### src/tpg_cfg.svh
/*
  Offsets, field positions, reset values and timing counts of the
  three-phase gate control block. Assumes a 5 ns system clock.
*/
`ifndef TPG_CFG_SVH
`define TPG_CFG_SVH

// Clock and timing
`define TPG_CLK_NS 5
`define TPG_DT_MIN_NS 50
`define TPG_DT_MIN_CYC ((`TPG_DT_MIN_NS + `TPG_CLK_NS - 1) / `TPG_CLK_NS)
`define TPG_OC_TIME_NS 64000
`define TPG_OC_TIME_CYC (`TPG_OC_TIME_NS / `TPG_CLK_NS)
`define TPG_QRST_NS 10000
`define TPG_QRST_CYC (`TPG_QRST_NS / `TPG_CLK_NS)

// Register byte offsets
`define TPG_CTRL_OFS 32'h0000_0000
`define TPG_STAT_OFS 32'h0000_0004
`define TPG_THR_OFS 32'h0000_0008

// Control register fields
`define TPG_CTRL_MODE_LSB 0
`define TPG_CTRL_OFFT_BIT 2
`define TPG_CTRL_PWM3_BIT 3
`define TPG_CTRL_GAIN_LSB 4
`define TPG_CTRL_CAL_BIT 6
`define TPG_CTRL_FRST_BIT 7
`define TPG_CTRL_DT_LSB 8

// Reset values
`define TPG_CTRL_RST 16'h0000
`define TPG_THR_RST 8'h80

`endif

### src/tpg_pkg.sv
/*
  Types of the three-phase gate control block.
  Assumes nothing of its surroundings.
*/
package tpg_pkg;

  // Overcurrent handling modes
  typedef enum logic [1:0] {
    TPG_OC_LIMIT = 2'b00,
    TPG_OC_LATCH = 2'b01,
    TPG_OC_REPORT = 2'b10,
    TPG_OC_OFF = 2'b11
  } tpg_overcurrent_mode_sel_t;

  // Half-bridge gate states
  typedef enum logic [1:0] {
    TPG_GS_DEAD = 2'b00,
    TPG_GS_HI = 2'b01,
    TPG_GS_LO = 2'b10
  } tpg_gate_state_t;

endpackage

### src/tpg_gate_if.sv
/*
  Carrier between the control core and one half-bridge driver.
  Assumes both ends run on the same clock.
*/
`timescale 1ns/1ps
interface tpg_gate_if;
  logic want_hi;
  logic want_lo;
  logic [7:0] dt_cyc;
  logic gate_hi;
  logic gate_lo;
  modport ctrl (output want_hi, output want_lo, output dt_cyc, input gate_hi, input gate_lo);
  modport drv (input want_hi, input want_lo, input dt_cyc, output gate_hi, output gate_lo);
endinterface

### src/tpg_phase.sv
/*
  One half-bridge: break-before-make sequencing with dead time.
  Assumes the core never asks for both gates at once.
*/
`timescale 1ns/1ps
`include "tpg_cfg.svh"
module tpg_phase
  import tpg_pkg::*;
(
  input wire logic clk,
  input wire logic nrst,
  tpg_gate_if.drv gif
);
  localparam int DT_MIN = `TPG_DT_MIN_CYC;
  tpg_gate_state_t st_reg;
  tpg_gate_state_t st_next;
  logic [7:0] cnt_reg;
  logic hi_reg;
  logic lo_reg;
  logic gap_ok;
  logic [7:0] off_run_reg;

  // Dead time elapsed once both gates were off dt_cyc cycles
  assign gap_ok = ({1'b0, cnt_reg} + 9'h001) >= {1'b0, gif.dt_cyc};

  // Turn-on only from the both-off state
  always_comb begin
    st_next = st_reg;
    case (st_reg)
      TPG_GS_DEAD: begin
        if (gif.want_hi && gap_ok) begin
          st_next = TPG_GS_HI;
        end else if (gif.want_lo && gap_ok) begin
          st_next = TPG_GS_LO;
        end
      end
      TPG_GS_HI: begin
        if (!gif.want_hi) begin
          st_next = TPG_GS_DEAD;
        end
      end
      TPG_GS_LO: begin
        if (!gif.want_lo) begin
          st_next = TPG_GS_DEAD;
        end
      end
      default: begin
        st_next = TPG_GS_DEAD;
      end
    endcase
  end

  // State and gate flops
  always_ff @(posedge clk or negedge nrst) begin
    if (!nrst) begin
      st_reg <= TPG_GS_DEAD;
      hi_reg <= 1'b0;
      lo_reg <= 1'b0;
    end else begin
      st_reg <= st_next;
      hi_reg <= (st_next == TPG_GS_HI);
      lo_reg <= (st_next == TPG_GS_LO);
    end
  end

  // Dead-time counter, saturating
  always_ff @(posedge clk or negedge nrst) begin
    if (!nrst) begin
      cnt_reg <= 8'h00;
    end else if (st_reg != TPG_GS_DEAD) begin
      cnt_reg <= 8'h00;
    end else if (cnt_reg != 8'hFF) begin
      cnt_reg <= cnt_reg + 8'h01;
    end
  end

  // Helper: run of cycles with both gates off
  always_ff @(posedge clk or negedge nrst) begin
    if (!nrst) begin
      off_run_reg <= 8'h00;
    end else if (hi_reg || lo_reg) begin
      off_run_reg <= 8'h00;
    end else if (off_run_reg != 8'hFF) begin
      off_run_reg <= off_run_reg + 8'h01;
    end
  end

  assign gif.gate_hi = hi_reg;
  assign gif.gate_lo = lo_reg;
endmodule // tpg_phase

### src/tpg_sync.sv
/*
  Two-flop synchroniser for pin inputs.
  Assumes each bit is a slow level from outside the clock domain.
*/
`timescale 1ns/1ps
module tpg_sync #(
  parameter int W = 1
) (
  input wire logic clk,
  input wire logic nrst,
  input wire logic [W-1:0] d,
  output logic [W-1:0] q
);
  logic [W-1:0] meta_reg;
  logic [W-1:0] sync_reg;

  // First stage feeds only the second
  always_ff @(posedge clk or negedge nrst) begin
    if (!nrst) begin
      meta_reg <= '0;
      sync_reg <= '0;
    end else begin
      meta_reg <= d;
      sync_reg <= meta_reg;
    end
  end

  assign q = sync_reg;
endmodule // tpg_sync

### src/tpg_top.sv
/*
  Three-phase gate control with dead time and overcurrent protection,
  AHB-Lite register slave. Assumes one 200 MHz clock, pins
  synchronised here, analog comparator codes as slow levels.
*/
// The register addresses and the AHB-Lite register port were decided locally.
// Overview of operation
// Keep at least the dead time between one gate off and the other on.
// With the dead-time pin grounded use the 50 ns minimum.
// Each half-bridge turns one gate on only after the other is off.
// Six-input mode: each gate follows its own input.
// Three-input mode: high input picks high gate, else low gate.
// Six-input mode, both inputs high: both gates of the phase low.
// Overcurrent compared only while the gate is on, against a register threshold.
// Four selectable modes; overcurrent status bits latch until fault reset.
// Current-limit warning lasts up to 64 us or until next input cycle.
// A further overcurrent restarts the timer; all affected inputs must cycle.
// Current-limit mode flags the exact transistor that overcurrented.
// One bit picks cycle-by-cycle or off-time limiting; cycle-by-cycle after reset.
// Cycle-by-cycle: only that transistor off until its next input cycle.
// Off-time: transistor off 64 us; new event restarts timer, both stay off.
// Off-time: a new input cycle re-enables that transistor early.
// Latch mode: overcurrent turns off both gates of the half-bridge.
// Latch mode: fault pin and status stay until fault reset.
// Report mode: no action, warning low for 64 us, status set.
// Report mode: the controller itself must react to warnings.
// Disable mode: overcurrent ignored, no status, no pin.
// While a fault shutdown is active all gates stay low.
// Overcurrent reported per transistor in status and on pins.
// A register field selects amplifier gain 10, 20, 40 or 80.
// Offset calibration enabled by pin or register bit.
// A short enable low pulse clears faults without full restart.
// An error drives gates and fault pin low within 200 ns.
// Fault reset clears status, releases fault pin, resumes from inputs.
`timescale 1ns/1ps
`include "tpg_cfg.svh"
module tpg_top
  import tpg_pkg::*;
#(
  parameter int OC_TIMER_CYC = `TPG_OC_TIME_CYC,
  parameter int VW = 8
) (
  input wire logic clk,
  input wire logic nrst,
  input wire logic hsel,
  input wire logic [31:0] haddr,
  input wire logic [1:0] htrans,
  input wire logic hwrite,
  input wire logic [2:0] hsize,
  input wire logic [31:0] hwdata,
  input wire logic hready,
  output logic hreadyout,
  output logic [31:0] hrdata,
  output logic hresp,
  input wire logic [2:0] high_side_pwm_in,
  input wire logic [2:0] low_side_pwm_in,
  input wire logic en_gate_pin,
  input wire logic dead_time_set_pin,
  input wire logic offset_cal_pin,
  input wire logic [6*VW-1:0] vds_level_in,
  output logic [2:0] high_gate_out,
  output logic [2:0] low_gate_out,
  input wire logic fault_out_n_in,
  output logic fault_out_n_out,
  output logic fault_out_n_oe,
  input wire logic warn_out_n_in,
  output logic warn_out_n_out,
  output logic warn_out_n_oe,
  output logic [1:0] amp_gain_sel,
  output logic amp_cal_en
);
  localparam int TW = $clog2(OC_TIMER_CYC + 1);

  logic [10:0] pin_raw;
  logic [10:0] pin_s;
  logic [6*VW-1:0] vds_s;
  logic [2:0] ih;
  logic [2:0] il;
  logic en_s;
  logic dtp_s;
  logic cal_s;
  logic fpin_s;
  logic wpin_s;
  logic [15:0] ctrl_reg;
  logic [VW-1:0] thr_reg;
  tpg_overcurrent_mode_sel_t mode;
  logic offt;
  logic pwm3;
  logic [7:0] dt_fld;
  logic [7:0] dt_cyc;
  logic ap_take;
  logic wr_pend_reg;
  logic [31:0] wa_reg;
  logic [31:0] rdata;
  logic [31:0] hrdata_reg;
  logic [10:0] status;
  logic wr_ctrl;
  logic wr_thr;
  logic frst_wr;
  logic en_q_reg;
  logic [11:0] low_cnt_reg;
  logic en_rise;
  logic en_long;
  logic fault_rst;
  logic allow;
  logic [5:0] cmd;
  logic [5:0] cmd_q_reg;
  logic [5:0] cyc;
  logic [5:0] over;
  logic [5:0] gate_on;
  logic [5:0] det;
  logic [5:0] det_q_reg;
  logic [5:0] new_oc;
  logic [2:0] kill_set;
  logic limit;
  logic report;
  logic latch;
  logic ev_warn;
  logic [TW-1:0] tmr_reg;
  logic [TW-1:0] tmr_next;
  logic [5:0] pend_reg;
  logic [5:0] pend_next;
  logic [5:0] off_reg;
  logic [5:0] oc_reg;
  logic [2:0] kill_reg;
  logic fault_reg;
  logic warn_reg;
  logic cal_reg;

  // Pin synchronisers
  assign pin_raw = {warn_out_n_in, fault_out_n_in, offset_cal_pin, dead_time_set_pin,
                    en_gate_pin, low_side_pwm_in, high_side_pwm_in};
  tpg_sync #(.W(11)) u_pin_sync (.clk(clk), .nrst(nrst), .d(pin_raw), .q(pin_s));
  tpg_sync #(.W(6*VW)) u_vds_sync (.clk(clk), .nrst(nrst), .d(vds_level_in), .q(vds_s));
  assign ih = pin_s[2:0];
  assign il = pin_s[5:3];
  assign en_s = pin_s[6];
  assign dtp_s = pin_s[7];
  assign cal_s = pin_s[8];
  assign fpin_s = pin_s[9];
  assign wpin_s = pin_s[10];

  // Control fields
  assign mode = tpg_overcurrent_mode_sel_t'(ctrl_reg[`TPG_CTRL_MODE_LSB +: 2]);
  assign offt = ctrl_reg[`TPG_CTRL_OFFT_BIT];
  assign pwm3 = ctrl_reg[`TPG_CTRL_PWM3_BIT];
  assign dt_fld = ctrl_reg[`TPG_CTRL_DT_LSB +: 8];
  assign limit = (mode == TPG_OC_LIMIT);
  assign report = (mode == TPG_OC_REPORT);
  assign latch = (mode == TPG_OC_LATCH);

  // Dead time: minimum when the pin is grounded, else field, never below it
  always_comb begin
    dt_cyc = 8'(`TPG_DT_MIN_CYC);
    if (dtp_s && (dt_fld > 8'(`TPG_DT_MIN_CYC))) begin
      dt_cyc = dt_fld;
    end
  end

  // AHB-Lite address phase, zero wait states
  assign ap_take = hsel && htrans[1] && hready;
  assign status = {wpin_s, fpin_s, en_s, warn_reg, fault_reg, oc_reg};

  // Read decode, unmapped reads as zero
  always_comb begin
    rdata = 32'h0000_0000;
    if (haddr == `TPG_CTRL_OFS) begin
      rdata = {16'h0000, ctrl_reg};
    end else if (haddr == `TPG_STAT_OFS) begin
      rdata = {21'h000000, status};
    end else if (haddr == `TPG_THR_OFS) begin
      rdata = {{(32-VW){1'b0}}, thr_reg};
    end
  end

  // Bus pipeline flops
  always_ff @(posedge clk or negedge nrst) begin
    if (!nrst) begin
      wr_pend_reg <= 1'b0;
      wa_reg <= 32'h0000_0000;
      hrdata_reg <= 32'h0000_0000;
    end else begin
      wr_pend_reg <= ap_take && hwrite;
      if (ap_take) begin
        wa_reg <= haddr;
      end
      if (ap_take && !hwrite) begin
        hrdata_reg <= rdata;
      end
    end
  end

  assign hreadyout = 1'b1;
  assign hresp = 1'b0;
  assign hrdata = hrdata_reg;
  assign wr_ctrl = wr_pend_reg && (wa_reg == `TPG_CTRL_OFS);
  assign wr_thr = wr_pend_reg && (wa_reg == `TPG_THR_OFS);
  assign frst_wr = wr_ctrl && hwdata[`TPG_CTRL_FRST_BIT];

  // Control register; reset bit self-clears, long enable low restores defaults
  always_ff @(posedge clk or negedge nrst) begin
    if (!nrst) begin
      ctrl_reg <= `TPG_CTRL_RST;
    end else if (en_long) begin
      ctrl_reg <= `TPG_CTRL_RST;
    end else if (wr_ctrl) begin
      ctrl_reg <= hwdata[15:0];
      ctrl_reg[`TPG_CTRL_FRST_BIT] <= 1'b0;
    end
  end

  // Overcurrent threshold register
  always_ff @(posedge clk or negedge nrst) begin
    if (!nrst) begin
      thr_reg <= VW'(`TPG_THR_RST);
    end else if (wr_thr) begin
      thr_reg <= hwdata[VW-1:0];
    end
  end

  // Enable pin low time, measured for the quick reset
  always_ff @(posedge clk or negedge nrst) begin
    if (!nrst) begin
      en_q_reg <= 1'b0;
      low_cnt_reg <= 12'h000;
    end else begin
      en_q_reg <= en_s;
      if (en_s) begin
        low_cnt_reg <= 12'h000;
      end else if (low_cnt_reg != 12'hFFF) begin
        low_cnt_reg <= low_cnt_reg + 12'h001;
      end
    end
  end

  assign en_rise = en_s && !en_q_reg;
  assign en_long = en_rise && (low_cnt_reg > 12'(`TPG_QRST_CYC));
  assign fault_rst = frst_wr || en_rise;
  assign allow = en_s && !fault_reg;

  // Per-phase input map, comparators and drivers
  for (genvar p = 0; p < 3; p++) begin : g_ph
    tpg_gate_if gif ();
    // 3-input: high input only; 6-input: each own, both high gives both off
    assign cmd[2*p] = pwm3 ? ih[p] : (ih[p] && !il[p]);
    assign cmd[2*p+1] = pwm3 ? !ih[p] : (il[p] && !ih[p]);
    assign over[2*p] = vds_s[2*p*VW +: VW] > thr_reg;
    assign over[2*p+1] = vds_s[(2*p+1)*VW +: VW] > thr_reg;
    assign kill_set[p] = latch && (det[2*p] || det[2*p+1]);
    assign gif.want_hi = cmd[2*p] && !off_reg[2*p] && !kill_reg[p] && allow;
    assign gif.want_lo = cmd[2*p+1] && !off_reg[2*p+1] && !kill_reg[p] && allow;
    assign gif.dt_cyc = dt_cyc;
    assign gate_on[2*p] = gif.gate_hi;
    assign gate_on[2*p+1] = gif.gate_lo;
    assign high_gate_out[p] = gif.gate_hi;
    assign low_gate_out[p] = gif.gate_lo;
    tpg_phase u_phase (.clk(clk), .nrst(nrst), .gif(gif));
  end

  // Detection only on a conducting gate, nothing in disable mode
  assign det = gate_on & over & {6{mode != TPG_OC_OFF}};
  assign cyc = cmd & ~cmd_q_reg;
  assign new_oc = det & ~det_q_reg;
  assign ev_warn = (|new_oc) && (limit || report);

  // Edge history of commands and detections
  always_ff @(posedge clk or negedge nrst) begin
    if (!nrst) begin
      cmd_q_reg <= 6'h00;
      det_q_reg <= 6'h00;
    end else begin
      cmd_q_reg <= cmd;
      det_q_reg <= det;
    end
  end

  // Shared 64 us timer, restarted by every new event in current-limit or report mode
  always_comb begin
    tmr_next = tmr_reg;
    if (ev_warn) begin
      tmr_next = TW'(OC_TIMER_CYC);
    end else if (fault_rst || !(limit || report)) begin
      tmr_next = '0;
    end else if (tmr_reg != '0) begin
      tmr_next = tmr_reg - TW'(1);
    end
  end

  // Transistors whose warning waits for their next input cycle
  always_comb begin
    pend_next = 6'h00;
    if (limit && (tmr_next != '0)) begin
      pend_next = (pend_reg & ~cyc) | new_oc;
    end
  end

  // Timer, pending set and warning flop
  always_ff @(posedge clk or negedge nrst) begin
    if (!nrst) begin
      tmr_reg <= '0;
      pend_reg <= 6'h00;
      warn_reg <= 1'b0;
    end else begin
      tmr_reg <= tmr_next;
      pend_reg <= pend_next;
      warn_reg <= (tmr_next != '0) && (report || (|pend_next));
    end
  end

  // Current-limit disables; set wins over every clear
  always_ff @(posedge clk or negedge nrst) begin
    if (!nrst) begin
      off_reg <= 6'h00;
    end else if (!limit) begin
      off_reg <= 6'h00;
    end else if (fault_rst || (offt && (tmr_next == '0))) begin
      off_reg <= det;
    end else begin
      off_reg <= (off_reg & ~cyc) | det;
    end
  end

  // Latched status, phase kill and fault; set wins over reset
  always_ff @(posedge clk or negedge nrst) begin
    if (!nrst) begin
      oc_reg <= 6'h00;
      kill_reg <= 3'h0;
      fault_reg <= 1'b0;
    end else begin
      oc_reg <= (fault_rst ? 6'h00 : oc_reg) | det;
      kill_reg <= (fault_rst ? 3'h0 : kill_reg) | kill_set;
      fault_reg <= (fault_rst ? 1'b0 : fault_reg) | (|kill_set);
    end
  end

  // Amplifier controls
  always_ff @(posedge clk or negedge nrst) begin
    if (!nrst) begin
      cal_reg <= 1'b0;
    end else begin
      cal_reg <= cal_s || ctrl_reg[`TPG_CTRL_CAL_BIT];
    end
  end

  assign amp_cal_en = cal_reg;
  assign amp_gain_sel = ctrl_reg[`TPG_CTRL_GAIN_LSB +: 2];

  // Open-drain pins pull low only
  assign fault_out_n_out = 1'b0;
  assign fault_out_n_oe = fault_reg;
  assign warn_out_n_out = 1'b0;
  assign warn_out_n_oe = warn_reg;
endmodule // tpg_top
### config.mk
export PLATFORM = sky130hd
export DESIGN_NAME = tpg_top
export DESIGN_NICKNAME = d
export VERILOG_FILES = /design/src/tpg_pkg.sv /design/src/tpg_gate_if.sv /design/src/tpg_phase.sv /design/src/tpg_sync.sv /design/src/tpg_top.sv
export VERILOG_INCLUDE_DIRS = /design/src
export SDC_FILE = /design/constraint.sdc
export NUM_CORES = 1
export LEC_CHECK = 0
export BUFFER_PORTS_ARGS = -buffer_cell sky130_fd_sc_hd__buf_2
export CAP_MARGIN = 20
export CORE_ASPECT_RATIO = 1.75
export CORE_MARGIN = 2
export CORE_UTILIZATION = 57
export DETAILED_ROUTE_END_ITERATION = 8
export PLACE_DENSITY = 0.8
export SETUP_SLACK_MARGIN = 0.3
export SYNTH_ARGS = -nofsm -noshare
export SYNTH_HDL_FRONTEND = slang
export SYNTH_SLANG_ARGS = --single-unit
### constraint.sdc
create_clock -name clk -period 3.1 [get_ports clk]
set_input_delay 0.465 -clock clk [delete_from_list [all_inputs] [get_ports clk]]
set_output_delay 0.465 -clock clk [all_outputs]
set_load 0.005 [all_outputs]
==> impl_summary.txt <==
----------------------------------------------------
[Final layout]
  Area added between synthesis and finish ... 17.6%
  Fin cells ... 1553
  Final nets ... 1454
  Proportion of layout cells with a drive suffix above 1 ... 0.228
  Final antenna diode count ... 0
  Final core utilization ... 0.681

[Power]
  Fraction of power spent switching nets ... 0.278
  Part of the power in registers ... 0.444
  Highest ir drop seen on vdd ... 0.492 mV
  Total power consumption of the routed design ... 10100 uW
  Switching power ... 2810 uW
  Leak pwr ... 0.00739 uW
  Clk pwr share ... 0.344
  Internal power ... 7310 uW
  Relative contribution of combinational cells to total power ... 0.212
  P per Cell Area ... 691 mW/mm^2

[Synth]
  Post-synth top cells ... sky130_fd_sc_hd__dfrtp_1 (288), sky130_fd_sc_hd__ha_1 (78), sky130_fd_sc_hd__nor2_1 (76)
  Post-synthesis instance area ... 0.0125 mm^2
  Cell variety after synth ... 64
  Most used standard cell by instance count after synthesis ... sky130_fd_sc_hd__dfrtp_1
  EDFF count, synth ... 0
  Cell accounting for the most synthesized area ... sky130_fd_sc_hd__dfrtp_1
  Gate Count Post-Synth ... 1069
  Avg Synthesized Cell Area ... 11.7 um^2
  Async S/R FF share, synth ... 1.00
  Flop and latch count out of synthesis ... 289
  Number of warnings reported in the yosys synthesis log ... 0
  Most instantiated flip-flop cell in the synthesis netlist ... sky130_fd_sc_hd__dfrtp_1
  Area share of the largest cell type after synthesis ... 0.579
  Biggest area contributors in the synthesized netlist ... sky130_fd_sc_hd__dfrtp_1 (58%), sky130_fd_sc_hd__ha_1 (7.8%), sky130_fd_sc_hd__mux2_2 (3.2%)
  Share of synthesized area occupied by flip-flops and latches ... 0.581

[Route]
  Routed wirelength normalized by instance count ... 17.3 um
  Total via count after detailed routing ... 8617
  Total Routed Length ... 26.9 mm
  Antenna viol nets, final ... 0
  Vias per cell ... 5.55
  Number of design-rule violations left by the first detailed-router iteration ... 591
  Drt first pass iters ... 5
  Number of remaining DRC errors ... 0

[Place]
  Weighted congestion at the end of routability-driven global placement ... 0.864
  Port bufs ... 139
  Estimated wirelength of the detail-placed design ... 19.6 mm
  Post-Place Cells ... 1494

[Setup path]
  Launching element type of the critical path ... flop
  Worst endpoint data arrival time ... 3.24 ns
  Category of the most critical setup path ... reg -> reg
  CP Capture Type ... flop
  Data required, critical path ... 3.56 ns
  Biggest fanout along the worst timing path ... 7

[STA]
  Worst clock skew ... 0.0120 ns
  Final setup violation count ... 0
  Final period util ... 0.897
  Setup TNS ... 0 ns
  Final hold violation count ... 0
  Max-slew headroom at the worst pin ... 0.562
  Final critical delay including setup and external delays ... 2.78 ns
  F_max ... 0.360 GHz
  Max Transition Viols Final ... 0
  Worst-case hold slack ... 0.0232 ns
  Transition time of the tightest slew-check pin ... 0.656 ns
  RSZ-0062 raised after global routing ... true

[Clock tree]
  TritonCTS clock tree ... done
  Register clock-pin slew on the reported worst setup and hold paths ... 0.06 ns
  TritonCTS buffer count ... 26
  Depth of the CTS H-tree ... 1
  Number of clock sinks seen by CTS ... 289
  Maximum count of clock buffers along a single path ... 3
  Root Buffer ... sky130_fd_sc_hd__clkbuf_16
  Insertion delay to the later sink of the worst-skew pair ... 0.54 ns

[Global route]
  Largest net degree at the start of global routing ... 92
  Antenna violations before repair ... 0
  All-layer global routing usage ... 0.237
  Global-route congestion overflow total ... 0
  Global-route wire length before repair ... 42.8 mm
  Via count of the first global-routing pass ... 8940

[Floorplan]
  Die ar. ... 0.0231 mm^2
  Ports placed on the boundary ... 180
  Height of the die ... 200 um
  Initial core utilization ... 0.579
  Num rows ... 71
  Standard cell core area ... 0.0215 mm^2
  Die extent in x ... 116 um

[Run status]
  Status ... finished, final reports clean

[Job]
  Max Cap Viol ... 0

[Worst hold path]
  Worst min-delay path class ... in -> reg

----------------------------------------------------
power by group through the flow:
stage	Combinational, uW	Sequential [uW]	Clock, uW
floorplan	1520	4460	0
global placement	1960	4530	0
finish	2150	4490	3480
CTS	2070	4480	3570
detailed placement	2040	4550	0
global route	2400	4540	3710
per-layer routing:
| metal | track usage | routed length, um |
|---|---|---|
| met2 | 0.430 | 14400 |
| met5 | 0 | 0 |
| met3 | 0.0340 | 1160 |
| met1 | 0.258 | 9760 |
| met4 | 0.138 | 1600 |
cell families (layout without fill, tap and decap cells):
logic type,count (synthesis),in the layout,synth area share
flops,289,289,0.581
mux,64,64,0.0550
other cells,2,20,0.000603
simple gates,296,297,0.121
fa+ha+maj,78,78,0.0784
compound gates,197,197,0.0989
xor+xnor,34,34,0.0239
buf+inv,109,282,0.0415
worst paths after layout:
check,from,endpoint,slack [ns],cells past startpoint
setup / recovery,thr_reg[7]$_DFFE_PN1P_,tmr_reg[1]$_DFF_PN0_,0.32,9
hold / removal,vds_level_in[39],u_vds_sync.meta_reg[39]$_DFF_PN0_,0.02,1
setup reg to reg,thr_reg[7]$_DFFE_PN1P_,tmr_reg[1]$_DFF_PN0_,0.32,9
hold reg to reg,u_vds_sync.meta_reg[21]$_DFF_PN0_,u_vds_sync.q[21]$_DFF_PN0_,0.34,0
max in group asynchronous,nrst,u_vds_sync.meta_reg[11]$_DFF_PN0_,1.75,3
min in group asynchronous,nrst,u_vds_sync.meta_reg[29]$_DFF_PN0_,0.55,2
area by class of cell:
cell class,instances,area [um^2]
Sequential cell,289,7240
Fill cell,1583,6850
Multi-Input combinational cell,690,4860
Timing Repair Buffer,176,1010
Clock buffer,33,717
Tap cell,292,365
Clock inverter,13,230
Inverter,60,225
timing repair:
item / CTS / global route
resized for setup: 4 / 18
endpoints found under the hold margin: 85 / 0
endpoints found under the setup margin: 32 / 35
pin swaps: 2 / 18
gates cloned: 0 / 1
buffers inserted: 2 / 9
hold buffers: 1 / 0
cell usage in the layout, fill, tap and decap left out, types with 5 or more instances in the layout:
cell | Yosys | routed
sky130_fd_sc_hd__a21oi_1 | 68 | 68
sky130_fd_sc_hd__nand2_1 | 69 | 69
sky130_fd_sc_hd__nor2b_1 | 17 | 16
sky130_fd_sc_hd__or4_1 | 5 | 5
sky130_fd_sc_hd__a21o_1 | 11 | 11
sky130_fd_sc_hd__ha_1 | 78 | 76
sky130_fd_sc_hd__nand2b_1 | 13 | 13
sky130_fd_sc_hd__o211ai_1 | 14 | 14
sky130_fd_sc_hd__dfrtp_1 | 288 | 286
sky130_fd_sc_hd__or3_1 | 5 | 5
sky130_fd_sc_hd__nor4_1 | 21 | 19
sky130_fd_sc_hd__conb_1 | 2 | 20
sky130_fd_sc_hd__o21ai_0 | 53 | 52
sky130_fd_sc_hd__buf_4 | 28 | 33
sky130_fd_sc_hd__xor2_1 | 15 | 15
sky130_fd_sc_hd__bufinv_16 | 0 | 6
sky130_fd_sc_hd__clkbuf_16 | 0 | 26
sky130_fd_sc_hd__a22o_1 | 5 | 5
sky130_fd_sc_hd__clkinv_2 | 0 | 5
sky130_fd_sc_hd__mux2_2 | 35 | 35
sky130_fd_sc_hd__buf_2 | 2 | 138
sky130_fd_sc_hd__inv_1 | 60 | 58
sky130_fd_sc_hd__xnor2_1 | 19 | 19
sky130_fd_sc_hd__nor3_1 | 17 | 15
sky130_fd_sc_hd__nand4_1 | 24 | 24
sky130_fd_sc_hd__nand3_1 | 18 | 18
sky130_fd_sc_hd__nor2_1 | 76 | 76
sky130_fd_sc_hd__mux2i_1 | 29 | 29
sky130_fd_sc_hd__o22ai_1 | 8 | 8
sky130_fd_sc_hd__or2_2 | 6 | 6
sky130_fd_sc_hd__and3_1 | 7 | 7
stage by stage:
step | setup slack [ns] | instance area [um^2]
after detailed placement | 0.195 | 13500
after global routing | 0.191 | 14600
final | 0.320 | 14600
after CTS | 0.300 | 14500
after global placement | 0.236 | 13500
after floorplan | 0.371 | 12500
worst max-delay path: stages (launching register included):
cell	delay, ns
sky130_fd_sc_hd__dfstp_2	0.53
sky130_fd_sc_hd__inv_1	0.16
sky130_fd_sc_hd__ha_1	0.38
sky130_fd_sc_hd__a21oi_1	0.19
sky130_fd_sc_hd__o21ai_0	0.16
sky130_fd_sc_hd__o211ai_1	0.18
sky130_fd_sc_hd__buf_4	0.15
sky130_fd_sc_hd__o2111ai_2	0.18
sky130_fd_sc_hd__or4b_4	0.60
sky130_fd_sc_hd__a211oi_2	0.16
(Power assumes the default switching activity.)
